File: config.mk
export PLATFORM = sky130hd
export DESIGN_NAME = tco_top
export DESIGN_NICKNAME = d
export VERILOG_FILES = /design/src/design/tco_pkg.sv /design/src/design/tco_top.sv /design/src/design/tco_chan.sv
export SDC_FILE = /design/constraint.sdc
export NUM_CORES = 1
export LEC_CHECK = 0
export BUFFER_PORTS_ARGS = -buffer_cell sky130_fd_sc_hd__clkbuf_2
export CORE_AREA = 2 2 76 60
export DETAILED_ROUTE_END_ITERATION = 16
export DIE_AREA = 0 0 78 62
export GPL_TIMING_DRIVEN = 0
export HOLD_SLACK_MARGIN = 0.03
export PLACE_DENSITY = 0.76
export SLEW_MARGIN = 20
export SYNTH_ARGS = -nofsm -noshare
export SYNTH_HDL_FRONTEND = slang
export SYNTH_SLANG_ARGS = --single-unit
File: constraint.sdc
create_clock -name mclk -period 2.2 [get_ports mclk]
set_clock_uncertainty 0.2 [all_clocks]
set_input_delay 0.22 -clock mclk [delete_from_list [all_inputs] [get_ports mclk]]
set_output_delay 0.22 -clock mclk [all_outputs]
set_load 0.02 [all_outputs]
File: src/design/tco_pkg.sv
// Package of constants and types for the timer compare-output control block
//
// Behaviour
// - Nonzero channel A mode field (bits 7:6) hands pin to wave_out_a.
// - Nonzero channel B mode field (bits 5:4) hands pin to wave_out_b.
// - Each mode field is interpreted per waveform class: non-PWM, fast, phase-correct.
// - Non-PWM: 00 off, 01 toggle, 10 clear, 11 set on match.
// - Fast PWM: 10 clear on match set at TOP; 11 the reverse.
// - PWM mode 01: output holds (pin still taken) when top select bit 0; else A toggles, B reserved.
// - Fast PWM with compare equal TOP and upper bit set: ignore match.
// - Phase-correct: 10 clears on up-match, sets on down-match; 11 reverse.
// - Lower-byte write loads temp and data; lower-byte read latches upper byte.
// - Four waveform select bits decode to normal, match-clear, fast, phase modes.
package tco_pkg;
    // ----------------------------------------
    // Register map
    // ----------------------------------------
    localparam logic [7:0] TCO_CTRL_A_ADDR  = 8'h2f;
    localparam logic [7:0] TCO_CTRL_A_RESET = 8'h00;
    localparam logic [7:0] TCO_CTRL_A_WMASK = 8'hf3;
    localparam int         TCO_MODE_A_POS   = 6;
    localparam int         TCO_MODE_B_POS   = 4;
    localparam logic [7:0] TCO_BYTE_RESET   = 8'h00;

    // ----------------------------------------
    // Output mode codes and waveform classes
    // ----------------------------------------
    localparam logic [1:0] TCO_OM_OFF    = 2'h0;
    localparam logic [1:0] TCO_OM_TOGGLE = 2'h1;
    localparam logic [1:0] TCO_OM_CLEAR  = 2'h2;
    localparam logic [1:0] TCO_OM_SET    = 2'h3;

    typedef enum logic [2:0] {
        TCO_WC_NORMAL = 3'b000,
        TCO_WC_CTC    = 3'b001,
        TCO_WC_FAST   = 3'b010,
        TCO_WC_PHASE  = 3'b011,
        TCO_WC_PFC    = 3'b100,
        TCO_WC_RSVD   = 3'b101
    } tco_wclass_type;

    // Waveform select decode into class
    function automatic tco_wclass_type tco_decode(input logic [3:0] sel);
        tco_wclass_type c;
        c = TCO_WC_NORMAL;
        case (sel)
            4'h0: c = TCO_WC_NORMAL;
            4'h1, 4'h2, 4'h3, 4'ha, 4'hb: c = TCO_WC_PHASE;
            4'h4, 4'hc: c = TCO_WC_CTC;
            4'h5, 4'h6, 4'h7, 4'he, 4'hf: c = TCO_WC_FAST;
            4'h8, 4'h9: c = TCO_WC_PFC;
            default: c = TCO_WC_RSVD;
        endcase
        return c;
    endfunction
endpackage

File: src/design/tco_top.sv
// Timer compare-output control with 16-bit register access path
`timescale 1ns/1ps
module tco_top (
    // Clock and reset
    input  wire logic       mclk,
    input  wire logic       arst_n,
    // I/O bus
    input  wire logic [7:0] io_addr,
    input  wire logic [7:0] io_wdata,
    input  wire logic       io_wr,
    input  wire logic       io_rd,
    output logic      [7:0] io_rdata,
    // 16-bit access strobes from the timer register decode
    input  wire logic       wide_lo_wr,
    input  wire logic       wide_hi_wr,
    input  wire logic       wide_lo_rd,
    input  wire logic [7:0] wide_hi_src,
    output logic      [7:0] wide_temp,
    output logic      [15:0] wide_wdata,
    output logic       wide_load,
    // Waveform select upper bits from the second control register
    input  wire logic [1:0] waveform_sel_high,
    // Timer events
    input  wire logic       match_a,
    input  wire logic       match_b,
    input  wire logic       match_a_is_top,
    input  wire logic       match_b_is_top,
    input  wire logic       at_top,
    input  wire logic       count_down,
    input  wire logic       force_a,
    input  wire logic       force_b,
    // Outputs
    output logic       wave_out_a,
    output logic       wave_out_b,
    output logic       pin_override_a,
    output logic       pin_override_b
);
    import tco_pkg::*;

    logic [7:0]     ctrl_reg;
    logic [7:0]     ctrl_next;
    logic [7:0]     temp_reg;
    logic [7:0]     temp_next;
    logic [15:0]    wdata_reg;
    logic [15:0]    wdata_next;
    logic           load_reg;
    logic           load_next;
    logic [7:0]     rdata_reg;
    logic [7:0]     rdata_next;
    logic [3:0]     waveform_sel;
    tco_wclass_type wclass;

    // ----------------------------------------
    // Control register and read path
    // ----------------------------------------
    always_comb begin
        ctrl_next  = ctrl_reg;
        rdata_next = 8'h00;
        if (io_wr && io_addr == TCO_CTRL_A_ADDR) begin
            ctrl_next = io_wdata & TCO_CTRL_A_WMASK;
        end
        if (io_rd && io_addr == TCO_CTRL_A_ADDR) begin
            rdata_next = ctrl_reg;
        end
    end

    // ----------------------------------------
    // Shared upper-byte temporary
    // ----------------------------------------
    // Low-byte access is the trigger; high byte only parks in temp
    always_comb begin
        temp_next  = temp_reg;
        wdata_next = wdata_reg;
        load_next  = 1'b0;
        if (wide_hi_wr) begin
            temp_next = io_wdata;
        end
        // low write commits temp plus low byte
        if (wide_lo_wr) begin
            wdata_next = {temp_reg, io_wdata};
            load_next  = 1'b1;
        end
        // low read latches source upper byte
        if (wide_lo_rd) begin
            temp_next = wide_hi_src;
        end
    end

    always_ff @(posedge mclk or negedge arst_n) begin
        if (!arst_n) begin
            ctrl_reg  <= TCO_CTRL_A_RESET;
            temp_reg  <= TCO_BYTE_RESET;
            wdata_reg <= 16'h0000;
            load_reg  <= 1'b0;
            rdata_reg <= TCO_BYTE_RESET;
        end else begin
            ctrl_reg  <= ctrl_next;
            temp_reg  <= temp_next;
            wdata_reg <= wdata_next;
            load_reg  <= load_next;
            rdata_reg <= rdata_next;
        end
    end

    assign io_rdata   = rdata_reg;
    assign wide_temp  = temp_reg;
    assign wide_wdata = wdata_reg;
    assign wide_load  = load_reg;

    // ----------------------------------------
    // Mode decode and channels
    // ----------------------------------------
    // four select bits to waveform class
    assign waveform_sel = {waveform_sel_high, ctrl_reg[1:0]};
    assign wclass       = tco_decode(waveform_sel);

    // Channel A may toggle in PWM; channel B's code 01 is reserved
    tco_chan u_chan_a (
        .mclk                 (mclk),
        .arst_n               (arst_n),
        .chan_out_mode        (ctrl_reg[TCO_MODE_A_POS +: 2]),
        .wclass               (wclass),
        .waveform_sel_top_bit (waveform_sel[3]),
        .toggle_allowed       (1'b1),
        .match                (match_a),
        .at_top               (at_top),
        .match_is_top         (match_a_is_top),
        .count_down           (count_down),
        .force_match          (force_a),
        .wave_out             (wave_out_a),
        .pin_override         (pin_override_a)
    );

    tco_chan u_chan_b (
        .mclk                 (mclk),
        .arst_n               (arst_n),
        .chan_out_mode        (ctrl_reg[TCO_MODE_B_POS +: 2]),
        .wclass               (wclass),
        .waveform_sel_top_bit (waveform_sel[3]),
        .toggle_allowed       (1'b0),
        .match                (match_b),
        .at_top               (at_top),
        .match_is_top         (match_b_is_top),
        .count_down           (count_down),
        .force_match          (force_b),
        .wave_out             (wave_out_b),
        .pin_override         (pin_override_b)
    );
endmodule

File: src/design/tco_chan.sv
// One compare-output waveform channel
`timescale 1ns/1ps
module tco_chan (
    // Clock and reset
    input  wire logic                    mclk,
    input  wire logic                    arst_n,
    // Configuration
    input  wire logic [1:0]              chan_out_mode,
    input  wire tco_pkg::tco_wclass_type wclass,
    input  wire logic                    waveform_sel_top_bit,
    input  wire logic                    toggle_allowed,
    // Timer events
    input  wire logic                    match,
    input  wire logic                    at_top,
    input  wire logic                    match_is_top,
    input  wire logic                    count_down,
    input  wire logic                    force_match,
    // Output
    output logic                         wave_out,
    output logic                         pin_override
);
    import tco_pkg::*;

    logic wave_reg;
    logic wave_next;
    logic is_pwm;
    logic is_plain;

    // ----------------------------------------
    // Pin takeover
    // ----------------------------------------
    // mode field nonzero takes the pin
    assign pin_override = (chan_out_mode != TCO_OM_OFF);
    assign wave_out     = wave_reg;
    assign is_pwm       = (wclass == TCO_WC_FAST) || (wclass == TCO_WC_PHASE) || (wclass == TCO_WC_PFC);
    // Reserved select is in neither group, so the output simply holds there
    assign is_plain     = (wclass == TCO_WC_NORMAL) || (wclass == TCO_WC_CTC);

    // Next output level per class and mode
    always_comb begin
        wave_next = wave_reg;
        if (is_plain) begin
            if (match || force_match) begin
                case (chan_out_mode)
                    TCO_OM_TOGGLE: wave_next = ~wave_reg;
                    TCO_OM_CLEAR:  wave_next = 1'b0;
                    TCO_OM_SET:    wave_next = 1'b1;
                    default:       wave_next = wave_reg;
                endcase
            end
        end else if (is_pwm && chan_out_mode == TCO_OM_TOGGLE) begin
            // toggle only on channel A with top bit set
            if (match && waveform_sel_top_bit && toggle_allowed) begin
                wave_next = ~wave_reg;
            end
        end else if (is_pwm && chan_out_mode[1]) begin
            if (wclass == TCO_WC_FAST) begin
                // fast PWM set or clear at TOP and match
                // match equal to TOP ignored, TOP action wins
                if (at_top) begin
                    wave_next = ~chan_out_mode[0];
                end else if (match && !match_is_top) begin
                    wave_next = chan_out_mode[0];
                end
            end else if (match) begin
                wave_next = count_down ? ~chan_out_mode[0] : chan_out_mode[0];
            end
        end
    end

    // Output level register
    always_ff @(posedge mclk or negedge arst_n) begin
        if (!arst_n) begin
            wave_reg <= 1'b0;
        end else begin
            wave_reg <= wave_next;
        end
    end
endmodule

After elaboration in Yosys (flattened, before gate mapping)
Memory sizes are Yosys's and may differ from the RTL's.
Index checks and enable logic that the tools add are counted.
Storage, ports and cells
  flip-flop bits (word level): 41
  bits in latches: 0
  RAM bits: 0
  ROM bits: 48
  output and inout port bits: 37
  logic and storage cells: 82
  memories: 1
Memories
  (name not given): depth 16, width 3, read ports 1, clocked after memory_dff 0, wr ports 0, line tco_pkg.sv:46  | case (sel)
Cells by class
  add/subtract/negate cells: 0
  $mul: 0
  divide/modulo/power cells: 0
  $lt $le $gt $ge: 0
  eq/ne operators: 19
  shift operators: 0
  muxes and demuxes: 25
  bitwise operators: 4
  reductions and logical operators: 26
Operators with widths (count)
  two-way mux 8 bit: 3
  two-way mux 1 bit: 20
  AND reduction 6 bit: 2
  logical AND 1 bit: 9
  equality test 2 bit, second input constant: 4
  equality test 8 x 6 -> 1 bit, second input constant: 1
  nonzero test 2 bit: 4
  equality test 3 x 2 -> 1 bit, second input constant: 2
  case mux 1 bit (3 select lines): 2
  nonzero test 3 bit: 2
  logical OR 1 bit: 5
  != test 5 x 4 -> 1 bit, second input constant: 1
  equality test 2 x 1 -> 1 bit, second input constant: 2
  != test 2 bit, second input constant: 2
  != test 4 x 1 -> 1 bit, second input constant: 1
  != test 4 x 2 -> 1 bit, second input constant: 1
  != test 4 bit, second input constant: 1
  NOT 1 bit: 4
  nonzero test 4 bit: 1
  equality test 3 x 1 -> 1 bit, second input constant: 1
  equality test 3 bit, second input constant: 1
  logical NOT 3 bit: 1
  != test 3 x 2 -> 1 bit, second input constant: 1
  logical NOT 1 bit: 2
  != test 2 x 1 -> 1 bit, second input constant: 1

Depth between registers and ports, before layout
Gate-level depths: netlist (run 1).
  depth in word-level cells: 8
  mapped depth: 6

Cells and area by module
From an unflattened synthesis (run 1), not the netlist that was laid out.
Unflattened totals
  cell total of the unflattened synthesis: 164
  area total of the unflattened synthesis: 1949.4 um^2
Modules (own cells, without submodules)
  tco_top: instances 1, cells an instance 106, area an instance 1491.4 um^2, seq. area each 925.9 um^2
  tco_chan: instances 2, cells an instance 29, area an instance 229.0 um^2, seq. area each 25.0 um^2

Worst setup path before layout (run 1)
No wires, ideal clock.
  path type: flip-flop to flip-flop
  from: register ctrl_reg[0]
  to: register u_chan_b.wave_reg, in the netlist u_chan_b.wave_out
  data arrival time: 1294 ps
  data required time: 1873 ps
  slack: 579 ps
  stages on the path, launching flop included: 6
  path buffers: 0
  clock period less this slack: 1621 ps
  cells stage by stage: dfrtp_1 > nor2b_1 > o211ai_1 > a311oi_1 > a311oi_1 > o2bb2ai_1
Between the ends
  cells in the longest elaborated chain, start to end: 7
  elaborated cells on any way between the ends: 22
Ends and longest elaborated chain
  start: declaration: line tco_top.sv:40  | logic [7:0] ctrl_reg;
  start signal: assignment: line tco_top.sv:97  | ctrl_reg <= ctrl_next;
  memory (16 x 3 bit) *
  equality test 3 x 2 -> 1 bit (on tied branches): line tco_chan.sv:35, tco_chan.sv:57
  logical OR 1 bit (2 in a row): line tco_chan.sv:35  | assign is_pwm = (wclass == TCO_WC_FAST) || (wclass == TCO_WC_PHASE) || (wclass == TCO_WC_PFC);
  logical AND 1 bit (on tied branches): line tco_chan.sv:51, tco_chan.sv:56
  != test 2 bit (no source line) or nonzero test 2 bit (tied branches)
  AND reduction 6 bit (no source line)
  end signal: assignment: line tco_chan.sv:76  | wave_reg <= wave_next;
  end: declaration: line tco_chan.sv:24  | logic wave_reg;
Every way passes the cells marked *; elsewhere a longest branch is shown, timed or not. The select of a mux whose other input is x is not followed.
A chain may end at the register's enable or synchronous reset.

Worst setup path in the final report (run 1)
  from: input port wide_lo_wr
  to: register wdata_reg[6], in the netlist wide_wdata[6]
RTL lines
  start: declaration: line tco_top.sv:14  | input wire logic wide_lo_wr,
  end signal: assignment: line tco_top.sv:99  | wdata_reg <= wdata_next;
  end: declaration: line tco_top.sv:44  | logic [15:0] wdata_reg;
No word-level cell between the ends.

==> flow_summary.json, run 1 <==
{
  "status": "complete, no violations",
  "drv_cap": 0,
  "report.final.setup_viol": 0,
  "yosysWarnings": 0,
  "yosys.area.top_type_share_pct": 52.0,
  "yosysMostFrequentCell": "dfrtp_1",
  "worstPathArrival_ps": 1920,
  "tns_ps": 0,
  "finalMaxSlewViolations": 0,
  "syn_inst": 160,
  "grt_usage_pct": 19.5,
  "num-nets-final": 307,
  "cts_tree": "done",
  "initial_utilization_pct": 44.6,
  "yosysSeqAreaShare_pct": 52.0,
  "total_power_mw": 1.78,
  "slew_headroom_pct": 37.5,
  "dieWidth_um": 78,
  "core_sq_um": 4200,
  "clockBufferDepth": 2,
  "grt_pass1_vias": 1511,
  "finalHoldViolCount": 0,
  "dp_cells": 291,
  "nFillCells": 349,
  "synth_area_sq_um": 1880,
  "synth_compound_area_share_pct": 10.2,
  "cp_num_buf_inv": 4,
  "wire_per_inst_um": 14.5,
  "synth_mux_area_share_pct": 17.5,
  "ys_ff_latch": 39,
  "die-area_sq_um": 4840,
  "critPathKind": "in2reg",
  "cts_buffers": 5,
  "synth_top_family_by_area": "multiplexers",
  "cp_top_family": "buffers and inverters",
  "place_ws_ps": 302,
  "die_height_um": 62,
  "numPortBuffers": 73,
  "fin_cells": 320,
  "drc": 0,
  "setup_ws_ps": 239,
  "synth_xor_area_share_pct": 0,
  "worstSetupEndpointType": "flop",
  "syn_area_per_cell_sq_um": 11.7,
  "grt_max_degree": 40,
  "diodes": 0,
  "synth_fa_ha_area_share_pct": 2.00,
  "vias_per_cell": 5.09,
  "ys_types": 40,
  "fin_crit_ps": 1960,
  "cts_root_buf": "clkbuf_8",
  "post_cts_buffers": 0,
  "worstMarginPinSlew_ps": 937,
  "place_hpwl_um": 3150,
  "crit_path_max_fanout": 10,
  "synth_flop_cell": "dfrtp_1",
  "hp-class": "in2reg",
  "vias": 1630,
  "slowest_delay_ps": 540,
  "area_growth_pct": 39.9,
  "synth_top_area_cell": "dfrtp_1",
  "clk_latency_ps": 280,
  "period_share_pct": 89.1,
  "cpMostUsedCell": "clkbuf_2",
  "gp_routability_congestion": 0.837,
  "leakage_nw": 1.32,
  "synth_common_cells": "39 x dfrtp_1, 22 x mux2_2, 14 x nand2_1",
  "clock-sinks": 39,
  "synth-simple-area-share_pct": 15.0,
  "largest_reg_flops": 16,
  "clk_pin_slew_ps": 70,
  "crit_path_start_kind": "input pin",
  "async_flop_share_pct": 100,
  "postRouteAntennaNets": 0,
  "drt_iter0_drc": 86,
  "h-tree-depth": 2,
  "ir_drop_mv": 0.487,
  "required_ps": 2160,
  "io_pins": 78,
  "grt_remaining_overflow": 0,
  "dr.pass1.iters": 4,
  "grt_first_pass_wirelength_um": 7090,
  "fmax_mhz": 510,
  "crit_path_cell_trace": "dlygate4sd3_1 > clkbuf_2 > clkbuf_1 > clkbuf_2 > mux2_2",
  "antenna_found_initial": 0,
  "netlist_top_cells_area": "dfrtp_1 52%, mux2_2 13%, mux2i_1 4.3%",
  "wl_um": 4650,
  "rsz0062_at_grt": "false",
  "pwr_density_cell_nw_per_um2": 678,
  "slowest_stage": "dlygate4sd3_1",
  "synth_edf_count": 0,
  "drive_above_1_share_pct": 43.0,
  "whs_ps": 56.5,
  "rows": 21
}
metrics by stage:
stage,util [%],cell area [sq um]
after global routing,62.5,2630
final,62.5,2630
after detailed placement,55.1,2320
after CTS,62.4,2630
after floorplan,-,1880
after global placement,55.1,2320
final timing paths:
kind                                endpoint           from  slack [ps]  cells after the start
max                            wide_wdata[6]     wide_lo_wr         240                      5
min                              io_rdata[6]          io_rd          60                      2
max reg2reg                u_chan_b.wave_out    ctrl_reg[0]         330                      5
min reg2reg                    wide_wdata[7]  wide_wdata[7]         310                      1
max in group asynchronous      wide_wdata[5]         arst_n         780                      2
min in group asynchronous          wide_load         arst_n         430                      2
power breakdown:
part	switching (mW)	internal [mW]	total (mW)	leakage [nW]
sequential	0.0565	0.790	0.847	0.489
combinational	0.254	0.201	0.455	0.788
clock	0.232	0.246	0.478	0.0470
total	0.542	1.24	1.78	1.32
cells by family after synthesis:
kind of cell             after synthesis
multiplexers                          30
buffers and inverters                 13
adder cells (fa/ha/maj)                3
AND/OR/NAND/NOR                       46
other                                  1
AO/OA/AOI/OAI                         28
flip-flops                            39
final cells by class:
cell class                      instances  area (sq um)  area share, %
Inverter                                5          18.8          0.715
Tap cell                               57          71.3           2.72
Clock buffer                            6          82.6           3.14
Timing Repair Buffer                   95           586           22.3
Sequential cell                        39           976           37.2
Buffer                                  8          41.3           1.57
Clock inverter                          1          5.00          0.191
Multi-Input combinational cell        109           846           32.2
layer usage:
| metal | up-vias | GRT usage, % | wire length (um) |
|---|---|---|---|
| met2 | 44 | 32.8 | 2320 |
| li1 | 780 | - | - |
| met1 | 795 | 25.2 | 2050 |
| met5 | - | 0 | 0 |
| met4 | 0 | 8.27 | 101 |
| met3 | 11 | 4.19 | 175 |
layout by cell type (no fill, tap or decap), types with 3 or more instances in the layout:
master	count
mux2_2	22
nand2b_1	4
a31oi_1	3
nand2_1	14
clkbuf_1	3
dfrtp_1	39
dlygate4sd3_1	22
mux2i_1	8
nor2b_1	3
clkbuf_2	74
and3_1	7
nor2_1	4
ha_1	3
o21ai_0	11
clkbuf_8	6
inv_1	5
what timing repair did:
item	in CTS	in global routing
hold endpoints to repair	62	0
gates resized for setup	0	1
setup endpoints to repair	0	10
hold buffers	22	0
Power figures use the tool's default switching activity.
==> inputs of run 2 (changes only) <==
--- a/config.mk
+++ b/config.mk
@@ -12,6 +12,7 @@
 export GPL_TIMING_DRIVEN = 0
 export HOLD_SLACK_MARGIN = 0.03
 export PLACE_DENSITY = 0.76
+export SETUP_SLACK_MARGIN = 0.4
 export SLEW_MARGIN = 20
 export SYNTH_ARGS = -nofsm -noshare
 export SYNTH_HDL_FRONTEND = slang
==> flow_summary.json, run 2 (synthesis results as in run 1) <==
{
  "status": "complete, no violations",
  "grt_pass1_vias": 1517,
  "grt_max_degree": 40,
  "dr.pass1.iters": 4,
  "grt_first_pass_wirelength_um": 7140,
  "dieWidth_um": 78,
  "grt_usage_pct": 19.6,
  "io_pins": 78,
  "tns_ps": 0,
  "whs_ps": 58.4,
  "vias": 1656,
  "placed_area_sq_um": 2320,
  "wire_per_inst_um": 14.8,
  "place_hpwl_um": 3150,
  "crit_path_start_kind": "flop",
  "finalMaxSlewViolations": 0,
  "antenna_found_initial": 0,
  "crit_path_max_fanout": 4,
  "largest_reg_flops": 16,
  "slowest_delay_ps": 400,
  "final_util_pct": 63.7,
  "clock-sinks": 39,
  "leakage_nw": 1.35,
  "core_sq_um": 4200,
  "die_height_um": 62,
  "pwr_density_cell_nw_per_um2": 672,
  "hp-class": "in2reg",
  "drv_cap": 0,
  "rows": 21,
  "rsz0062_at_grt": "true",
  "clockBufferDepth": 2,
  "h-tree-depth": 2,
  "drt_iter0_drc": 106,
  "numPortBuffers": 73,
  "area_growth_pct": 42.8,
  "num-nets-final": 311,
  "initial_utilization_pct": 44.6,
  "cpMostUsedCell": "o2bb2ai_1",
  "setup_ws_ps": 442,
  "gp_routability_congestion": 0.837,
  "fin_cells": 324,
  "cts_buffers": 5,
  "drive_above_1_share_pct": 44.6,
  "worstSetupEndpointType": "flop",
  "fin_crit_ps": 1760,
  "slowest_stage": "dfrtp_2",
  "cp_num_buf_inv": 0,
  "slew_headroom_pct": 37.5,
  "postRouteAntennaNets": 0,
  "place_ws_ps": 302,
  "clk_latency_ps": 280,
  "wl_um": 4790,
  "report.final.setup_viol": 0,
  "worstPathArrival_ps": 1720,
  "finalHoldViolCount": 0,
  "grt_remaining_overflow": 0,
  "fin_area_sq_um": 2680,
  "diodes": 0,
  "total_power_mw": 1.80,
  "worstMarginPinSlew_ps": 937,
  "cts_root_buf": "clkbuf_8",
  "final_cell_mix": "73 x clkbuf_2, 38 x dfrtp_1, 22 x mux2_2, 22 x dlygate4sd3_1, 14 x nand2_1",
  "cp_top_family": "compound AO/OA/AOI/OAI gates",
  "drc": 0,
  "critPathKind": "reg2reg",
  "fmax_mhz": 569,
  "clk_pin_slew_ps": 70,
  "crit_path_cell_trace": "nor2b_1 > o211ai_1 > a2111oi_2 > o2bb2ai_1 > o2bb2ai_1",
  "cts_tree": "done",
  "die-area_sq_um": 4840,
  "dp_cells": 291,
  "required_ps": 2160,
  "vias_per_cell": 5.11,
  "ir_drop_mv": 0.486,
  "final_common_cell": "clkbuf_2",
  "period_share_pct": 79.9
}
run 2: path summary, 6_finish.rpt:
check                              start                end  depth (start not counted)  slack [ps]
min in group asynchronous         arst_n     wide_wdata[11]                          2         430
max                          ctrl_reg[0]  u_chan_b.wave_out                          5         440
max in group asynchronous         arst_n        ctrl_reg[0]                          2         730
min                           wide_lo_rd       wide_temp[5]                          2          60
max reg2reg                  ctrl_reg[0]  u_chan_b.wave_out                          5         440
min reg2reg                wide_wdata[7]      wide_wdata[7]                          1         310
run 2: area by class of cell:
class | count | area [sq um]
Fill cell | 337 | 1520
Sequential cell | 39 | 977
Multi-Input combinational cell | 109 | 860
Timing Repair Buffer | 99 | 619
Clock buffer | 6 | 82.6
Tap cell | 57 | 71.3
Buffer | 8 | 46.3
Inverter | 5 | 18.8
Clock inverter | 1 | 5.00
run 2: repair_timing:
| item | in CTS | in global routing |
|---|---|---|
| hold endpoints to repair | 62 | 0 |
| hold buffers | 22 | 0 |
| endpoints found under the setup margin | 1 | 2 |
| pin swaps | 2 | 8 |
| setup buffers | 2 | 2 |
| resized for setup | 1 | 7 |
run 2: power breakdown:
| group | total (mW) | switching, mW | internal (mW) |
|---|---|---|---|
| combinational | 0.469 | 0.260 | 0.209 |
| sequential | 0.848 | 0.0577 | 0.790 |
| clock | 0.483 | 0.237 | 0.246 |
| total | 1.80 | 0.555 | 1.25 |
run 2: metal layers:
layer	track usage (%)	up-vias	share of wire [%]
met5	0	-	0
met4	7.52	0	1.7
met3	4.19	8	3.2
met2	33.5	38	51
met1	25.2	817	44
li1	-	793	-
